--- src/shared/chtrim_consts.svh ---
// Register offsets, field positions, reset values and trim constants of the channel trim bank.
`ifndef CHTRIM_CONSTS_SVH
`define CHTRIM_CONSTS_SVH

`define CHTRIM_IDX_OFS1        4'h2
`define CHTRIM_IDX_FS1         4'h3
`define CHTRIM_IDX_OFS2        4'hA
`define CHTRIM_IDX_STATUS      4'hF
`define CHTRIM_ADDR_W          6
`define CHTRIM_MAG_MSB         15
`define CHTRIM_MAG_LSB         8
`define CHTRIM_SIGN_BIT        7
`define CHTRIM_FS_MSB          15
`define CHTRIM_FS_LSB          7
`define CHTRIM_OFS_RESET       16'h007F
`define CHTRIM_FS_RESET        16'h807F
`define CHTRIM_FS_NOMINAL      9'h100
`define CHTRIM_FS_MIN_MV       560
`define CHTRIM_FS_NOM_MV       700
`define CHTRIM_OFS_MAX_UV      45000
`define CHTRIM_OFS_STEP_NV     176000
`define CHTRIM_WR_CNT_W        8

`endif

--- src/shared/chtrim_pkg.sv ---
// Types shared by the channel trim bank.
package chtrim_pkg;

   typedef struct packed {
      logic [7:0] magnitude;
      logic       negative;
   } chtrim_offset_s;

   typedef struct packed {
      chtrim_offset_s ofs1;
      logic [8:0]     fs1;
      chtrim_offset_s ofs2;
   } chtrim_trim_s;

   typedef enum logic [1:0] {
      CHTRIM_IDLE   = 2'b00,
      CHTRIM_ACCESS = 2'b01
   } chtrim_state_e;

endpackage

--- src/core/chtrim_offset_reg.sv ---
// One offset trim register: magnitude plus sign, cleared at reset.
`timescale 1ns/1ps
`include "chtrim_consts.svh"

module chtrim_offset_reg (
   input  wire logic                   core_clk, // Core clock.
   input  wire logic                   resetn,   // Asynchronous reset, active low.
   input  wire logic                   wr_en,    // Write strobe for this register.
   input  wire logic [15:0]            wr_data,  // Written word.
   output chtrim_pkg::chtrim_offset_s  trim      // Held offset code.
);

   chtrim_pkg::chtrim_offset_s trim_r;
   chtrim_pkg::chtrim_offset_s trim_nxt;

   always_comb begin
      trim_nxt = trim_r;
      if (wr_en) begin
         trim_nxt.magnitude = wr_data[`CHTRIM_MAG_MSB:`CHTRIM_MAG_LSB]; // RULE_01
         trim_nxt.negative  = wr_data[`CHTRIM_SIGN_BIT];                // RULE_03
      end
   end

   always_ff @(posedge core_clk or negedge resetn) begin
      if (!resetn) begin
         trim_r <= '0; // RULE_04
      end else begin
         trim_r <= trim_nxt;
      end
   end

   assign trim = trim_r;

   a_offset_load : assert property (@(posedge core_clk) disable iff (!resetn) // RULE_01
      wr_en |=> trim_r.magnitude == $past(wr_data[15:8]) && trim_r.negative == $past(wr_data[7]))
      else $error("offset register did not load written code");
   a_offset_hold : assert property (@(posedge core_clk) disable iff (!resetn) // RULE_03
      !wr_en |=> $stable(trim_r))
      else $error("offset register changed without a write");

endmodule

--- src/core/chtrim_regs.sv ---
// APB register bank holding the channel offset and full-scale trim codes.
//
// Notes on behaviour
// RULE_01: First-channel offset magnitude is bits 15:8, unsigned, linear and monotonic.
// RULE_02: Magnitude 00h is zero offset, FFh about 45 mV, 0.176 mV per step.
// RULE_03: Bit 7 is offset sign: zero positive, one negative.
// RULE_04: After reset offset magnitude and sign are zero, so no offset.
// RULE_05: First-channel full-scale adjust is nine bits, 15:7, around 700 mV nominal.
// RULE_06: Code zero gives 560 mV, 100h gives 700 mV, 1FFh gives 840 mV.
// RULE_07: Host should keep full-scale code between 0C0h and 1C0h.
// RULE_08: Full-scale change applies at once, without a new calibration.
// RULE_09: After reset full-scale code is 100h, meaning no adjustment.
// RULE_10: Second-channel offset has same layout and reset as the first.
// RULE_11: Host writes ones into bits 6:0 of every trim register.
// RULE_12: Trim registers are write-only; reads of them return zero.
`timescale 1ns/1ps
`include "chtrim_consts.svh"

module chtrim_regs (
   input  wire logic                         core_clk,      // Core clock, 125 MHz.
   input  wire logic                         resetn,        // Asynchronous reset, active low.
   input  wire logic                         psel,          // APB select.
   input  wire logic                         penable,       // APB access phase.
   input  wire logic                         pwrite,        // APB direction, high for write.
   input  wire logic [`CHTRIM_ADDR_W-1:0]    paddr,         // APB byte address.
   input  wire logic [31:0]                  pwdata,        // APB write data.
   output logic      [31:0]                  prdata,        // APB read data.
   output logic                              pready,        // APB ready.
   output logic                              pslverr,       // APB error for unmapped address.
   output logic      [7:0]                   ofs1_mag,      // First-channel offset magnitude.
   output logic                              ofs1_neg,      // First-channel offset negative.
   output logic      [8:0]                   fs1_code,      // First-channel full-scale code.
   output logic                              fs1_update,    // Pulse: new full-scale code live.
   output logic      [7:0]                   ofs2_mag,      // Second-channel offset magnitude.
   output logic                              ofs2_neg       // Second-channel offset negative.
);

   chtrim_pkg::chtrim_state_e      state_r;
   chtrim_pkg::chtrim_state_e      state_nxt;
   logic [31:0]                    prdata_r;
   logic [31:0]                    prdata_nxt;
   logic                           pslverr_r;
   logic                           pslverr_nxt;
   logic                           pready_r;
   logic                           pready_nxt;
   logic [8:0]                     fs1_r;
   logic [8:0]                     fs1_nxt;
   logic                           fs1_upd_r;
   logic                           fs1_upd_nxt;
   logic [`CHTRIM_WR_CNT_W-1:0]    wr_cnt_r;
   logic [`CHTRIM_WR_CNT_W-1:0]    wr_cnt_nxt;
   logic                           ofs_guard_r;
   logic                           ofs_guard_nxt;
   logic [3:0]                     idx;
   logic                           take;
   logic                           wr_take;
   logic                           hit_ofs1;
   logic                           hit_fs1;
   logic                           hit_ofs2;
   logic                           hit_stat;
   logic                           mapped;
   chtrim_pkg::chtrim_offset_s     ofs1;
   chtrim_pkg::chtrim_offset_s     ofs2;

   // Offsets are printed as indices, so the word index is the address over four.
   assign idx      = paddr[5:2];
   assign take     = psel && penable && (state_r == chtrim_pkg::CHTRIM_ACCESS);
   assign wr_take  = take && pwrite;
   assign hit_ofs1 = (idx == `CHTRIM_IDX_OFS1);
   assign hit_fs1  = (idx == `CHTRIM_IDX_FS1);
   assign hit_ofs2 = (idx == `CHTRIM_IDX_OFS2);
   assign hit_stat = (idx == `CHTRIM_IDX_STATUS);
   assign mapped   = (paddr[1:0] == 2'h0) && (hit_ofs1 || hit_fs1 || hit_ofs2 || hit_stat);

   chtrim_offset_reg u_ofs1 (
      .core_clk (core_clk),
      .resetn   (resetn),
      .wr_en    (wr_take && mapped && hit_ofs1),
      .wr_data  (pwdata[15:0]),
      .trim     (ofs1)
   );

   chtrim_offset_reg u_ofs2 (                                       // RULE_10
      .core_clk (core_clk),
      .resetn   (resetn),
      .wr_en    (wr_take && mapped && hit_ofs2),
      .wr_data  (pwdata[15:0]),
      .trim     (ofs2)
   );

   // Bus sequencing: every transfer is answered in its first access cycle.
   always_comb begin
      state_nxt = state_r;
      case (state_r)
         chtrim_pkg::CHTRIM_IDLE: begin
            if (psel && !penable) begin
               state_nxt = chtrim_pkg::CHTRIM_ACCESS;
            end
         end
         chtrim_pkg::CHTRIM_ACCESS: begin
            if (psel && !penable) begin
               state_nxt = chtrim_pkg::CHTRIM_ACCESS;
            end else if (!penable || take) begin
               state_nxt = chtrim_pkg::CHTRIM_IDLE;
            end
         end
         default: begin
            state_nxt = chtrim_pkg::CHTRIM_IDLE;
         end
      endcase
      // Ready is a flop of its own so the bus sees it straight from a register.
      pready_nxt = (state_nxt == chtrim_pkg::CHTRIM_ACCESS);
   end

   // Read data and error are computed in setup so they stand in the access cycle.
   always_comb begin
      prdata_nxt  = 32'h0000_0000;
      pslverr_nxt = 1'b0;
      if (psel && !penable) begin
         if (!((paddr[1:0] == 2'h0) && (hit_ofs1 || hit_fs1 || hit_ofs2 || hit_stat))) begin
            pslverr_nxt = 1'b1;
         end else if (hit_stat && !pwrite) begin
            prdata_nxt = {23'h000000, ofs_guard_r, wr_cnt_r};
         end
         // Trim registers have no readback path and return zero.        // RULE_12
      end
   end

   // A full-scale write goes straight to the trim DAC, with no calibration pass.
   always_comb begin
      fs1_nxt     = fs1_r;
      fs1_upd_nxt = 1'b0;
      if (wr_take && mapped && hit_fs1) begin
         fs1_nxt     = pwdata[`CHTRIM_FS_MSB:`CHTRIM_FS_LSB];              // RULE_05
         fs1_upd_nxt = 1'b1;                                               // RULE_08
      end
   end

   // Status holds a write count and a sticky flag for a must-be-one low bit left clear.
   // A status write is never a trim write, so the set is given priority only for safety.
   always_comb begin
      wr_cnt_nxt    = wr_cnt_r;
      ofs_guard_nxt = ofs_guard_r;
      if (wr_take && mapped && !hit_stat) begin
         wr_cnt_nxt = wr_cnt_r + 8'h01;
         if (pwdata[6:0] != 7'h7F) begin
            ofs_guard_nxt = 1'b1;                                          // RULE_11
         end
      end else if (wr_take && mapped && hit_stat && pwdata[8]) begin
         ofs_guard_nxt = 1'b0;
      end
   end

   always_ff @(posedge core_clk or negedge resetn) begin
      if (!resetn) begin
         state_r   <= chtrim_pkg::CHTRIM_IDLE;
         prdata_r  <= 32'h0000_0000;
         pslverr_r <= 1'b0;
         pready_r  <= 1'b0;
      end else begin
         state_r   <= state_nxt;
         prdata_r  <= prdata_nxt;
         pslverr_r <= pslverr_nxt;
         pready_r  <= pready_nxt;
      end
   end

   always_ff @(posedge core_clk or negedge resetn) begin
      if (!resetn) begin
         fs1_r     <= `CHTRIM_FS_NOMINAL;                                  // RULE_09
         fs1_upd_r <= 1'b0;
      end else begin
         fs1_r     <= fs1_nxt;
         fs1_upd_r <= fs1_upd_nxt;
      end
   end

   always_ff @(posedge core_clk or negedge resetn) begin
      if (!resetn) begin
         wr_cnt_r    <= 8'h00;
         ofs_guard_r <= 1'b0;
      end else begin
         wr_cnt_r    <= wr_cnt_nxt;
         ofs_guard_r <= ofs_guard_nxt;
      end
   end

   // Codes drive the analog trim DACs directly: linear, code 100h is nominal.
   assign prdata     = prdata_r;
   assign pready     = pready_r;
   assign pslverr    = pslverr_r;
   assign ofs1_mag   = ofs1.magnitude;                                     // RULE_02
   assign ofs1_neg   = ofs1.negative;
   assign fs1_code   = fs1_r;                                              // RULE_06
   assign fs1_update = fs1_upd_r;
   assign ofs2_mag   = ofs2.magnitude;
   assign ofs2_neg   = ofs2.negative;

   // Trim code loading.
   a_fs_load : assert property (@(posedge core_clk) disable iff (!resetn) // RULE_05
      wr_take && mapped && hit_fs1 |=> fs1_code == $past(pwdata[15:7]) && fs1_update)
      else $error("full-scale code not applied after write");
   a_fs_hold : assert property (@(posedge core_clk) disable iff (!resetn) // RULE_08
      !(wr_take && mapped && hit_fs1) |=> $stable(fs1_code) && !fs1_update)
      else $error("full-scale code changed without write");
   a_fs_pulse : assert property (@(posedge core_clk) disable iff (!resetn) // RULE_08
      fs1_update |=> !fs1_update)
      else $error("full-scale update pulse longer than one cycle");
   a_upd_only : assert property (@(posedge core_clk) disable iff (!resetn) // RULE_08
      fs1_update |-> $past(wr_take) && $past(mapped) && $past(hit_fs1))
      else $error("full-scale update pulse without a write");
   a_fs_cross : assert property (@(posedge core_clk) disable iff (!resetn) // RULE_05
      wr_take && mapped && hit_fs1 |=> $stable(ofs1_mag) && $stable(ofs2_mag))
      else $error("full-scale write disturbed an offset");
   a_ofs1_map : assert property (@(posedge core_clk) disable iff (!resetn) // RULE_01
      wr_take && mapped && hit_ofs1 |=> ofs1_mag == $past(pwdata[15:8]))
      else $error("first offset magnitude not loaded");
   a_ofs1_sign : assert property (@(posedge core_clk) disable iff (!resetn) // RULE_03
      wr_take && mapped && hit_ofs1 |=> ofs1_neg == $past(pwdata[7]))
      else $error("first offset sign not loaded");
   a_ofs1_hold : assert property (@(posedge core_clk) disable iff (!resetn) // RULE_01
      !(wr_take && mapped && hit_ofs1) |=> $stable(ofs1_mag) && $stable(ofs1_neg))
      else $error("first offset changed without write");
   a_ofs1_cross : assert property (@(posedge core_clk) disable iff (!resetn) // RULE_10
      wr_take && mapped && hit_ofs1 |=> $stable(fs1_code) && $stable(ofs2_mag)
         && $stable(ofs2_neg))
      else $error("first offset write disturbed another code");
   a_ofs2_map : assert property (@(posedge core_clk) disable iff (!resetn) // RULE_10
      wr_take && mapped && hit_ofs2 |=> ofs2_mag == $past(pwdata[15:8]) && $stable(ofs1_mag))
      else $error("second offset not loaded independently");
   a_ofs2_sign : assert property (@(posedge core_clk) disable iff (!resetn) // RULE_10
      wr_take && mapped && hit_ofs2 |=> ofs2_neg == $past(pwdata[7]))
      else $error("second offset sign not loaded");
   a_ofs2_hold : assert property (@(posedge core_clk) disable iff (!resetn) // RULE_10
      !(wr_take && mapped && hit_ofs2) |=> $stable(ofs2_mag) && $stable(ofs2_neg))
      else $error("second offset changed without write");

   // Bus answers.
   a_wo_read : assert property (@(posedge core_clk) disable iff (!resetn) // RULE_12
      take && !pwrite && !hit_stat |-> prdata == 32'h0000_0000)
      else $error("trim register returned data on read");
   a_read_quiet : assert property (@(posedge core_clk) disable iff (!resetn) // RULE_12
      take && !pwrite |=> $stable(fs1_code) && $stable(ofs1_mag) && $stable(ofs2_mag)
         && $stable(wr_cnt_r))
      else $error("read changed a register");
   a_ready_time : assert property (@(posedge core_clk) disable iff (!resetn)
      psel && !penable ##1 psel && penable |-> pready)
      else $error("access phase not answered at once");
   a_ready_drop : assert property (@(posedge core_clk) disable iff (!resetn)
      take |=> !pready)
      else $error("ready stayed high after a transfer");
   a_idle_quiet : assert property (@(posedge core_clk) disable iff (!resetn)
      !pready |-> !pslverr && prdata == 32'h0000_0000)
      else $error("bus answer outside an access cycle");
   a_err_resp : assert property (@(posedge core_clk) disable iff (!resetn)
      take |-> pslverr == !mapped)
      else $error("error response does not match the address map");
   a_err_nowrite : assert property (@(posedge core_clk) disable iff (!resetn)
      take && !mapped |=> $stable(fs1_code) && $stable(ofs1_mag) && $stable(ofs2_mag)
         && $stable(wr_cnt_r))
      else $error("refused transfer changed a register");
   a_stat_nowrite : assert property (@(posedge core_clk) disable iff (!resetn)
      wr_take && mapped && hit_stat |=> $stable(fs1_code) && $stable(ofs1_mag)
         && $stable(ofs2_mag))
      else $error("status write changed a trim code");
   a_stat_read : assert property (@(posedge core_clk) disable iff (!resetn)
      take && !pwrite && mapped && hit_stat |-> prdata == {23'h000000, ofs_guard_r, wr_cnt_r})
      else $error("status read data wrong");

   // Status bookkeeping.
   a_guard_flag : assert property (@(posedge core_clk) disable iff (!resetn) // RULE_11
      wr_take && mapped && !hit_stat && pwdata[6:0] != 7'h7F |=> ofs_guard_r)
      else $error("low-bit guard flag not set");
   a_guard_clear : assert property (@(posedge core_clk) disable iff (!resetn) // RULE_11
      wr_take && mapped && hit_stat && pwdata[8] |=> !ofs_guard_r)
      else $error("low-bit guard flag not cleared");
   a_guard_sticky : assert property (@(posedge core_clk) disable iff (!resetn) // RULE_11
      ofs_guard_r && !(wr_take && mapped && hit_stat && pwdata[8]) |=> ofs_guard_r)
      else $error("low-bit guard flag lost");
   a_wr_count : assert property (@(posedge core_clk) disable iff (!resetn)
      wr_take && mapped && !hit_stat |=> wr_cnt_r == $past(wr_cnt_r) + 8'h01)
      else $error("trim write not counted");
   a_cnt_hold : assert property (@(posedge core_clk) disable iff (!resetn)
      !(wr_take && mapped && !hit_stat) |=> $stable(wr_cnt_r))
      else $error("write count changed without a trim write");

   // Reset state.
   a_reset_vals : assert property (@(posedge core_clk) // RULE_04 RULE_09
      $rose(resetn) |-> fs1_code == `CHTRIM_FS_NOMINAL && ofs1_mag == 8'h00 && !ofs1_neg
         && ofs2_mag == 8'h00 && !ofs2_neg)
      else $error("trim reset values wrong");
   a_reset_bus : assert property (@(posedge core_clk)
      $rose(resetn) |-> !pready && !pslverr && !fs1_update)
      else $error("bus outputs not idle after reset");

   c_fs_write   : cover property (@(posedge core_clk) disable iff (!resetn) wr_take && hit_fs1);
   c_ofs2_write : cover property (@(posedge core_clk) disable iff (!resetn) wr_take && hit_ofs2);
   c_bad_addr   : cover property (@(posedge core_clk) disable iff (!resetn) pslverr);
   c_stat_read  : cover property (@(posedge core_clk) disable iff (!resetn)
      take && !pwrite && hit_stat);
   c_guard_set  : cover property (@(posedge core_clk) disable iff (!resetn)
      wr_take && mapped && !hit_stat && pwdata[6:0] != 7'h7F);

endmodule

--- config.mk ---
export PLATFORM = sky130hd
export DESIGN_NAME = chtrim_regs
export DESIGN_NICKNAME = d
export VERILOG_FILES = /design/src/shared/chtrim_pkg.sv /design/src/core/chtrim_offset_reg.sv /design/src/core/chtrim_regs.sv
export VERILOG_INCLUDE_DIRS = /design/src /design/src/shared
export SDC_FILE = /design/constraint.sdc
export NUM_CORES = 1
export LEC_CHECK = 0
export BUFFER_PORTS_ARGS = -buffer_cell sky130_fd_sc_hd__buf_2
export CAP_MARGIN = 10
export CELL_PAD_IN_SITES_DETAIL_PLACEMENT = 1
export CELL_PAD_IN_SITES_GLOBAL_PLACEMENT = 2
export CORE_ASPECT_RATIO = 0.7
export CORE_MARGIN = 2
export CORE_UTILIZATION = 29
export DETAILED_ROUTE_END_ITERATION = 16
export GPL_TIMING_DRIVEN = 0
export PLACE_DENSITY_LB_ADDON = 0.1
export SYNTH_ARGS = -nofsm -noshare
export SYNTH_HDL_FRONTEND = slang
export SYNTH_HIERARCHICAL = 1
export SYNTH_SLANG_ARGS = --single-unit
--- constraint.sdc ---
create_clock -name core_clk -period 1.95 [get_ports core_clk]
set_clock_uncertainty 0.15 [all_clocks]
set_input_delay 0.195 -clock core_clk [delete_from_list [all_inputs] [get_ports core_clk]]
set_output_delay 0.195 -clock core_clk [all_outputs]
set_load 0.01 [all_outputs]
==> impl_metrics.json, run 1 <==
{
  "n_antenna_cell": 0,
  "io_pins": 105,
  "rrSetupSlack_ps": 50,
  "p_int_w": 0.00163,
  "cp.depth": 5,
  "hold_ws_ps": 16.1,
  "cts_tree": "built",
  "worstRegToRegCells": 5,
  "seq_area_mm2": 0.00125,
  "endpoint_kind": "register",
  "start_util_pct": 29.6,
  "status": "complete, no violations",
  "worstReg2RegEnd": "u_ofs1/trim[7]$_DFFE_PN0P_",
  "crit_path_max_fanout": 9,
  "cts_buffers": 5,
  "cts-root-buf": "clkbuf_16",
  "nFillCells": 883,
  "routedWlPerCell_um": 13.1,
  "pwr-share-comb_pct": 7.2,
  "grt_max_degree": 51,
  "htreeDepth": 2,
  "cp.arrival_ps": 1920,
  "synth-edff-count": 0,
  "layout-drive-gt1-share_pct": 51.0,
  "antenna_left": 0,
  "vdd_ir_drop_max_mv": 0.310,
  "synth_top_family_by_area": "multiplexers",
  "setup_ws_ps": 48.3,
  "grt_pass1_wl_um": 7730,
  "rsz0062_at_grt": "true",
  "ctsResizeCount": 0,
  "ys.flop_type": "dfrtp_1",
  "yosys.area_share.simple_pct": 12.6,
  "powerDensity_mw_per_mm2": 690,
  "vias_per_cell": 4.08,
  "yosysSeqAreaShare_pct": 54.3,
  "period_share_pct": 97.5,
  "clk_pin_slew_worst_paths_ps": 70,
  "die_y_um": 78.6,
  "r2r-start": "state_r[1]$_DFF_PN0_",
  "timing.fmax_mhz": 526,
  "met2_length_um": 2040,
  "synth_seq_cells": 50,
  "synth_top_area_share_pct": 53.1,
  "syn_area_mm2": 0.00231,
  "overflow": 0,
  "yosysMostFrequentCell": "dfrtp_1",
  "synth.area.top_cells": "dfrtp_1, mux2_4, buf_4, and2_1, xnor2_1",
  "dp_hpwl_um": 3450,
  "clkPwrFrac_pct": 42.8,
  "antenna_found_initial": 0,
  "post-cts-setup-buffer-count": 0,
  "switching_share_pct": 22.2,
  "slowest_delay_ps": 400,
  "first_pass_iters": 2,
  "rows": 27,
  "synth_compound_area_share_pct": 2.28,
  "p_sw_w": 0.000463,
  "final-setup-viol-count": 0,
  "critPathTopFamily": "simple AND/OR/NAND/NOR gates",
  "critPathSlowestCell": "dfrtp_1",
  "cp_cell_sequence": "and3b_2 > nand3b_1 > nor4_1 > buf_6 > mux2_4",
  "syn_inst": 164,
  "worstPathBufferInverterCount": 1,
  "place_ws_ps": -252,
  "fin_nets": 304,
  "hold_violations": 0,
  "via_count": 1478,
  "grt_pass1_vias": 1490,
  "total_power_w": 0.00209,
  "fin_setup_tns_ps": 0,
  "synth.distinct_cells": 32,
  "drt-initial-drc-count": 33,
  "finalCriticalPeriod_ps": 1900,
  "synth_area_leader_cell": "dfrtp_1",
  "dieArea_mm2": 0.00870,
  "wirelength_um": 4750,
  "cts.sinks": 50,
  "synth-xor-area-share_pct": 2.66,
  "insertion_delay_ps": 280,
  "top_layer": "met4",
  "synthArstFlopShare_pct": 100,
  "maxSlewViolCount": 0,
  "synth_fa_ha_area_share_pct": 0.542,
  "syn_avg_cell_area_um2": 14.1,
  "critical_path_class": "reg2reg",
  "critPathLaunch": "state_r[1]$_DFF_PN0_",
  "clockBufferDepth": 2,
  "drc": 0,
  "wl_met3_um": 281,
  "p_leak_nw": 1.68,
  "synthMuxAreaShare_pct": 18.0,
  "die_w_um": 111,
  "synthToLayoutAreaGrowth_pct": 31.2,
  "multi_input_area_um2": 925,
  "place_congestion": 0.645,
  "maxCapViolCount": 0,
  "core_area_mm2": 0.00780,
  "cp-start-kind": "register",
  "min_path_type": "in2reg",
  "crit_required_ps": 1970,
  "numPortBuffers": 64,
  "wl_met1_um": 2410,
  "worstSetupEndpoint": "u_ofs1/trim[7]$_DFFE_PN0P_",
  "globalRouteTotalUtil_pct": 11.2,
  "seqPwrFrac_pct": 50.1,
  "synth_common_cells": "dfrtp_1, mux2_4, buf_4",
  "ys_warn_count": 6
}
-- per-layer routing --
layer	up-vias	track usage (%)
li1	712	-
met1	714	15.7
met2	50	16.9
met3	2	3.24
met4	0	3.00
met5	-	0
-- power by group through the flow --
stage | logic [W] | registers, W | clock network (W)
3_3_place_gp | 0.000144 | 0.00107 | 0
2_1_floorplan | 0.0000769 | 0.00107 | 0
6_report | 0.000150 | 0.00105 | 0.000893
4_1_cts | 0.000144 | 0.00105 | 0.000927
5_1_grt | 0.000167 | 0.00105 | 0.000977
3_5_place_dp | 0.000144 | 0.00107 | 0
-- logic make-up (layout without fill, tap and decap cells) --
kind of cell	count (synthesis)	after routing
flip-flops	50	50
other	1	24
adder cells (fa/ha/maj)	1	1
multiplexers	28	28
buffers and inverters	28	102
AO/OA/AOI/OAI	7	7
AND/OR/NAND/NOR	42	42
XOR/XNOR	7	7
-- metrics by stage --
stage	cell area (µm²)	cells	utilization, %
floorplan	2390	187	-
global placement	2840	352	36.4
detailed placement	2840	352	36.4
CTS	3000	360	38.4
global route	3030	362	38.8
finish	3030	362	38.8
-- cell usage in the layout (no fill, tap or decap), types with 5 or more instances in the layout --
| cell | synthesis | final |
|---|---|---|
| mux2_4 | 27 | 27 |
| and2_1 | 10 | 10 |
| buf_4 | 24 | 24 |
| clkbuf_16 | 0 | 5 |
| nand3_1 | 6 | 6 |
| xnor2_1 | 7 | 7 |
| buf_2 | 0 | 64 |
| dfrtp_1 | 49 | 49 |
| conb_1 | 1 | 24 |
-- worst register-to-register path: cells and delay by family, from the launching register on --
kind | cells | cell delay [ps]
buffers and inverters | 1 | 240
AND/OR/NAND/NOR | 3 | 680
multiplexers | 1 | 320
flip-flops | 1 | 400
-- registers in the layout, indices dropped and copies added (netlist names) --
register and cells:
fs1_update 1, pready 1, pslverr 1, fs1_code 9
wr_cnt_r 8, u_ofs1/trim 9, prdata 9, state_r 2
u_ofs2/trim 9, ofs_guard_r 1
-- repair_timing --
| item | in CTS | in global routing |
|---|---|---|
| hold endpoints to repair | 0 | 49 |
| setup endpoints to repair | 0 | 18 |
| hold buffers | 0 | 1 |
-- final cells by class --
cell class	count	area share (%)
flip-flops and latches	50	41.4
well taps	101	4.17
repair buffers	66	11.6
multi-input cells	109	30.5
clock buffers	6	4.59
clock inverters	2	0.579
inverters	1	0.124
plain buffers	27	7.07
-- worst min path at each step --
stage / startpoint / to / slack, ps / cells past startpoint
5_1_grt: pwdata[9] / fs1_code[2]$_DFFE_PN0P_ / 8 / 2
2_1_floorplan: resetn / fs1_code[0]$_DFFE_PN0P_ / -250 / 0
4_1_cts: pwdata[9] / fs1_code[2]$_DFFE_PN0P_ / 10 / 2
6_report: pwdata[9] / fs1_code[2]$_DFFE_PN0P_ / 20 / 2
3_3_place_gp: wr_cnt_r[7]$_DFFE_PN0P_ / wr_cnt_r[7]$_DFFE_PN0P_ / 310 / 1
3_5_place_dp: wr_cnt_r[7]$_DFFE_PN0P_ / wr_cnt_r[7]$_DFFE_PN0P_ / 310 / 1
No activity file was read; power rests on OpenSTA's default activity.
==> run 2: changes to the inputs <==
- RECOVER_POWER: default -> 100
==> run 2 against run 1 <==
Net effect:
- clock-buffer cell count unchanged
- fmax is essentially flat
- utilization down 1.2 points
- critical path type unchanged
- largest cell class unchanged
- design area down 3.2%
==> impl_metrics.json, run 2 (synthesis results as in run 1) <==
{
  "die_w_um": 111,
  "min_path_type": "in2reg",
  "overflow": 0,
  "clockBufferDepth": 2,
  "first_pass_iters": 2,
  "final-setup-viol-count": 0,
  "rows": 27,
  "critical_path_class": "reg2reg",
  "die_y_um": 78.6,
  "crit_required_ps": 1970,
  "period_share_pct": 97.6,
  "rsz0062_at_grt": "true",
  "io_pins": 105,
  "cp-start-kind": "register",
  "drt-initial-drc-count": 26,
  "slowest_delay_ps": 400,
  "fin_nets": 304,
  "globalRouteTotalUtil_pct": 11.2,
  "vdd_ir_drop_max_mv": 0.310,
  "n_antenna_cell": 0,
  "worstMarginPinSlew_ps": 563,
  "vias_per_cell": 4.08,
  "routedWlPerCell_um": 13.1,
  "place_congestion": 0.645,
  "grt_pass1_wl_um": 7730,
  "layout-drive-gt1-share_pct": 31.8,
  "numPortBuffers": 64,
  "final_cell_mix": "dfrtp_1, clkbuf_1, buf_4, conb_1, buf_2",
  "cts_buffers": 5,
  "critPathSlowestCell": "dfrtp_1",
  "relSlewSlack_pct": 62.5,
  "antenna_left": 0,
  "total_power_w": 0.00208,
  "cts-root-buf": "clkbuf_16",
  "drc": 0,
  "crit_path_max_fanout": 9,
  "multi_input_area_um2": 891,
  "grt_max_degree": 51,
  "hold_violations": 0,
  "grt_pass1_vias": 1490,
  "cp.arrival_ps": 1920,
  "cts_tree": "built",
  "via_count": 1477,
  "start_util_pct": 29.6,
  "maxCapViolCount": 0,
  "clk_pin_slew_worst_paths_ps": 60,
  "powerDensity_mw_per_mm2": 711,
  "status": "complete, no violations",
  "antenna_found_initial": 0,
  "wirelength_um": 4760,
  "cts.sinks": 50,
  "finalCriticalPeriod_ps": 1900,
  "endpoint_kind": "register",
  "dieArea_mm2": 0.00870,
  "synthToLayoutAreaGrowth_pct": 27.0,
  "fin_setup_tns_ps": 0,
  "maxSlewViolCount": 0,
  "seq_area_mm2": 0.00125,
  "dp_hpwl_um": 3450,
  "nFillCells": 896,
  "core_area_mm2": 0.00780,
  "htreeDepth": 2,
  "cp_cell_sequence": "and3b_2 > nand3b_1 > nor4_1 > buf_6 > mux2_4",
  "final_common_cell": "dfrtp_1",
  "ctsResizeCount": 0,
  "p_leak_nw": 1.47,
  "insertion_delay_ps": 280,
  "timing.fmax_mhz": 525
}
-- run 2: changes by cell type in the layout (fill, tap and decap cells not counted), sizes merged --
cell    change
buf        -41
clkbuf     +41
-- run 2: layer usage --
layer	global-route usage, %	routed length, µm	vias to the layer above
met2	16.9	2070	50
met3	3.24	289	2
met5	0	0	-
met1	15.7	2390	717
li1	-	-	708
met4	3.00	16	0
-- run 2: final cells by class --
class / instances / area share, %
flip-flops and latches: 50 / 42.7
multi-input cells: 109 / 30.4
repair buffers: 66 / 9.82
plain buffers: 27 / 7.30
clock buffers: 6 / 4.74
well taps: 101 / 4.31
clock inverters: 2 / 0.598
inverters: 1 / 0.128
-- run 2: report_power, final --
part           total, W  switching, W  internal (W)
logic          0.000144     0.0000805     0.0000632
clock network  0.000894      0.000379      0.000515
registers       0.00105    0.00000327       0.00104
total           0.00208      0.000462       0.00162
-- run 2: worst max-delay path, delay by kind of cell, from the launching register on --
family	cells	cell delay [ps]
and+or+nand+nor	3	680
DFF	1	400
muxes	1	310
buffers and inverters	1	240
-- run 2: final timing paths --
| check | cells past startpoint | end | slack [ps] | start |
|---|---|---|---|---|
| max reg2reg | 5 | u_ofs1/trim[7]$_DFFE_PN0P_ | 50 | state_r[1]$_DFF_PN0_ |
| max | 5 | u_ofs1/trim[7]$_DFFE_PN0P_ | 50 | state_r[1]$_DFF_PN0_ |
| min | 2 | fs1_code[7]$_DFFE_PN0P_ | 6 | pwdata[14] |
| min reg2reg | 1 | wr_cnt_r[7]$_DFFE_PN0P_ | 310 | wr_cnt_r[7]$_DFFE_PN0P_ |
| min in group asynchronous | 2 | fs1_update$_DFF_PN0_ | 260 | resetn |
| max in group asynchronous | 3 | ofs_guard_r$_DFFE_PN0P_ | 370 | resetn |
-- run 2: stage by stage --
step | hold slack (ps) | utilization [%] | worst slack [ps] | cells | cell area [µm²]
2_1_floorplan | -251 | - | 100 | 187 | 2390
3_3_place_gp | 314 | 36.4 | -266 | 352 | 2840
3_5_place_dp | 307 | 36.4 | -252 | 352 | 2840
4_1_cts | 12.2 | 38.4 | 28.8 | 360 | 3000
5_1_grt | 0.835 | 37.6 | -75.3 | 362 | 2930
6_report | 5.83 | 37.6 | 46.8 | 362 | 2930
-- run 2: what timing repair did --
action                     CTS  global route
buffers inserted             0             0
hold buffers                 0             1
setup endpoints to repair    0            18
hold endpoints to repair     0            49
==> run 3: changes to the inputs <==
- CORE_MARGIN: 2 -> default
- RECOVER_POWER: 100 -> default
- SLEW_MARGIN: default -> 20
==> run 3 against run 2 <==
Net effect:
- power rose by 4.5%
- sequential cell count did not move
- first-iteration DRC count rose by 19%
- routed wire length rose by 1.2%
- critical path depth did not move
- worst hold slack improved by 11 ps
- non-clock buffer count fell by 1
- cell count fell by 1.1%
- utilization rose by 2.8 points
- clock-buffer cell count fell by 1
- setup slack improved by 20 ps
- design area rose by 3.4%
==> impl_metrics.json, run 3 (synthesis results as in run 1) <==
{
  "placed_area_mm2": 0.00284,
  "final_common_cell": "buf_2",
  "crit_path_max_fanout": 9,
  "pwr-share-comb_pct": 6.7,
  "drt-initial-drc-count": 31,
  "htreeDepth": 2,
  "hold_violations": 0,
  "antenna_left": 0,
  "wirelength_um": 4820,
  "cts_tree": "built",
  "p_int_w": 0.00171,
  "insertion_delay_ps": 280,
  "slowest_delay_ps": 400,
  "crit_required_ps": 1970,
  "seqPwrFrac_pct": 48.0,
  "top_layer": "met4",
  "synthToLayoutAreaGrowth_pct": 31.3,
  "design_area_mm2": 0.00303,
  "cp_cell_sequence": "and3b_2 > nand3b_1 > nor4_2 > buf_6 > mux2_4",
  "routedWlPerCell_um": 13.5,
  "cts-root-buf": "clkbuf_16",
  "met2_length_um": 2260,
  "cp.arrival_ps": 1900,
  "io_pins": 105,
  "grt_pass1_wl_um": 7850,
  "post-cts-setup-buffer-count": 0,
  "n_antenna_cell": 0,
  "worstPathBufferInverterCount": 1,
  "core_area_mm2": 0.00751,
  "maxSlewViolCount": 0,
  "start_util_pct": 30.7,
  "endpoint_kind": "register",
  "relSlewSlack_pct": 58.1,
  "period_share_pct": 96.6,
  "layout-drive-gt1-share_pct": 51.5,
  "vias_per_cell": 4.15,
  "rows": 26,
  "powerDensity_mw_per_mm2": 718,
  "first_pass_iters": 4,
  "p_leak_nw": 1.68,
  "worstMarginPinSlew_ps": 629,
  "dp_hpwl_um": 3510,
  "dieArea_mm2": 0.00833,
  "final-setup-viol-count": 0,
  "grt_max_degree": 51,
  "place_ws_ps": -210,
  "p_sw_w": 0.000462,
  "cts_buffers": 5,
  "final_cell_mix": "buf_2, dfrtp_1, mux2_4",
  "vdd_ir_drop_max_mv": 0.350,
  "drc": 0,
  "numPortBuffers": 64,
  "grt_pass1_vias": 1542,
  "clkPwrFrac_pct": 45.2,
  "nFillCells": 827,
  "setup_ws_ps": 67.1,
  "multi_input_area_um2": 937,
  "clk_pin_slew_worst_paths_ps": 70,
  "status": "complete, no violations",
  "timing.fmax_mhz": 531,
  "die_y_um": 76.6,
  "rsz0062_at_grt": "true",
  "via_count": 1485,
  "cts.sinks": 50,
  "fin_nets": 303,
  "clockBufferDepth": 2,
  "finalCriticalPeriod_ps": 1880,
  "overflow": 0,
  "maxCapViolCount": 0,
  "critical_path_class": "reg2reg",
  "switching_share_pct": 21.2,
  "critPathSlowestCell": "dfrtp_1",
  "antenna_found_initial": 0,
  "seq_area_mm2": 0.00125,
  "critPathTopFamily": "simple AND/OR/NAND/NOR gates",
  "globalRouteTotalUtil_pct": 12.3,
  "wl_met3_um": 228,
  "cp-start-kind": "register",
  "place_congestion": 0.672,
  "die_w_um": 109,
  "wl_met1_um": 2290,
  "min_path_type": "in2reg",
  "total_power_w": 0.00218
}
## run 3: through the flow
stage	util, %	instances	hold slack (ps)	TNS (ps)
2_1_floorplan	-	187	-251	0
3_3_place_gp	37.8	349	304	-4410
3_5_place_dp	37.8	349	116	-3530
4_1_cts	40.2	358	14.7	0
5_1_grt	40.3	358	17.5	-136
6_report	40.3	358	16.6	0
## run 3: layer usage
metal  up-vias  GRT usage, %
met2        43          19.5
met5         -             0
met4         0          4.05
met3         5          2.99
li1        709             -
met1       728          16.2
## run 3: final timing paths
kind / startpoint / end / slack, ps / cells after the start
max: state_r[1]$_DFF_PN0_ / u_ofs1/trim[6]$_DFFE_PN0P_ / 70 / 5
min: pwdata[10] / fs1_code[3]$_DFFE_PN0P_ / 20 / 2
max reg2reg: state_r[1]$_DFF_PN0_ / u_ofs1/trim[6]$_DFFE_PN0P_ / 70 / 5
min reg2reg: wr_cnt_r[7]$_DFFE_PN0P_ / wr_cnt_r[7]$_DFFE_PN0P_ / 310 / 1
max in group asynchronous: resetn / wr_cnt_r[3]$_DFFE_PN0P_ / 900 / 2
min in group asynchronous: resetn / prdata[4]$_DFF_PN0_ / 330 / 2
## run 3: area by class of cell
class	count	share of cell area, %
Buffer	27	7.06
Clock buffer	5	4.13
Clock inverter	3	1.44
Inverter	1	0.124
Multi-Input combinational cell	109	30.9
Sequential cell	50	41.3
Tap cell	98	4.04
Timing Repair Buffer	65	11.0
## run 3: power by group through the flow
| stage | combinational [W] | clock [W] | sequential (W) |
|---|---|---|---|
| CTS | 0.000146 | 0.00102 | 0.00105 |
| floorplan | 0.0000769 | 0 | 0.00107 |
| detailed placement | 0.000144 | 0 | 0.00107 |
| global placement | 0.000143 | 0 | 0.00107 |
| finish | 0.000147 | 0.000984 | 0.00105 |
| global route | 0.000164 | 0.00106 | 0.00105 |
## run 3: repair_timing
| action | 4_1_cts | 5_1_grt |
|---|---|---|
| hold buffers | 1 | 0 |
| endpoints found under the setup margin | 0 | 18 |
| gates resized for setup | 0 | 2 |
| endpoints found under the hold margin | 49 | 0 |
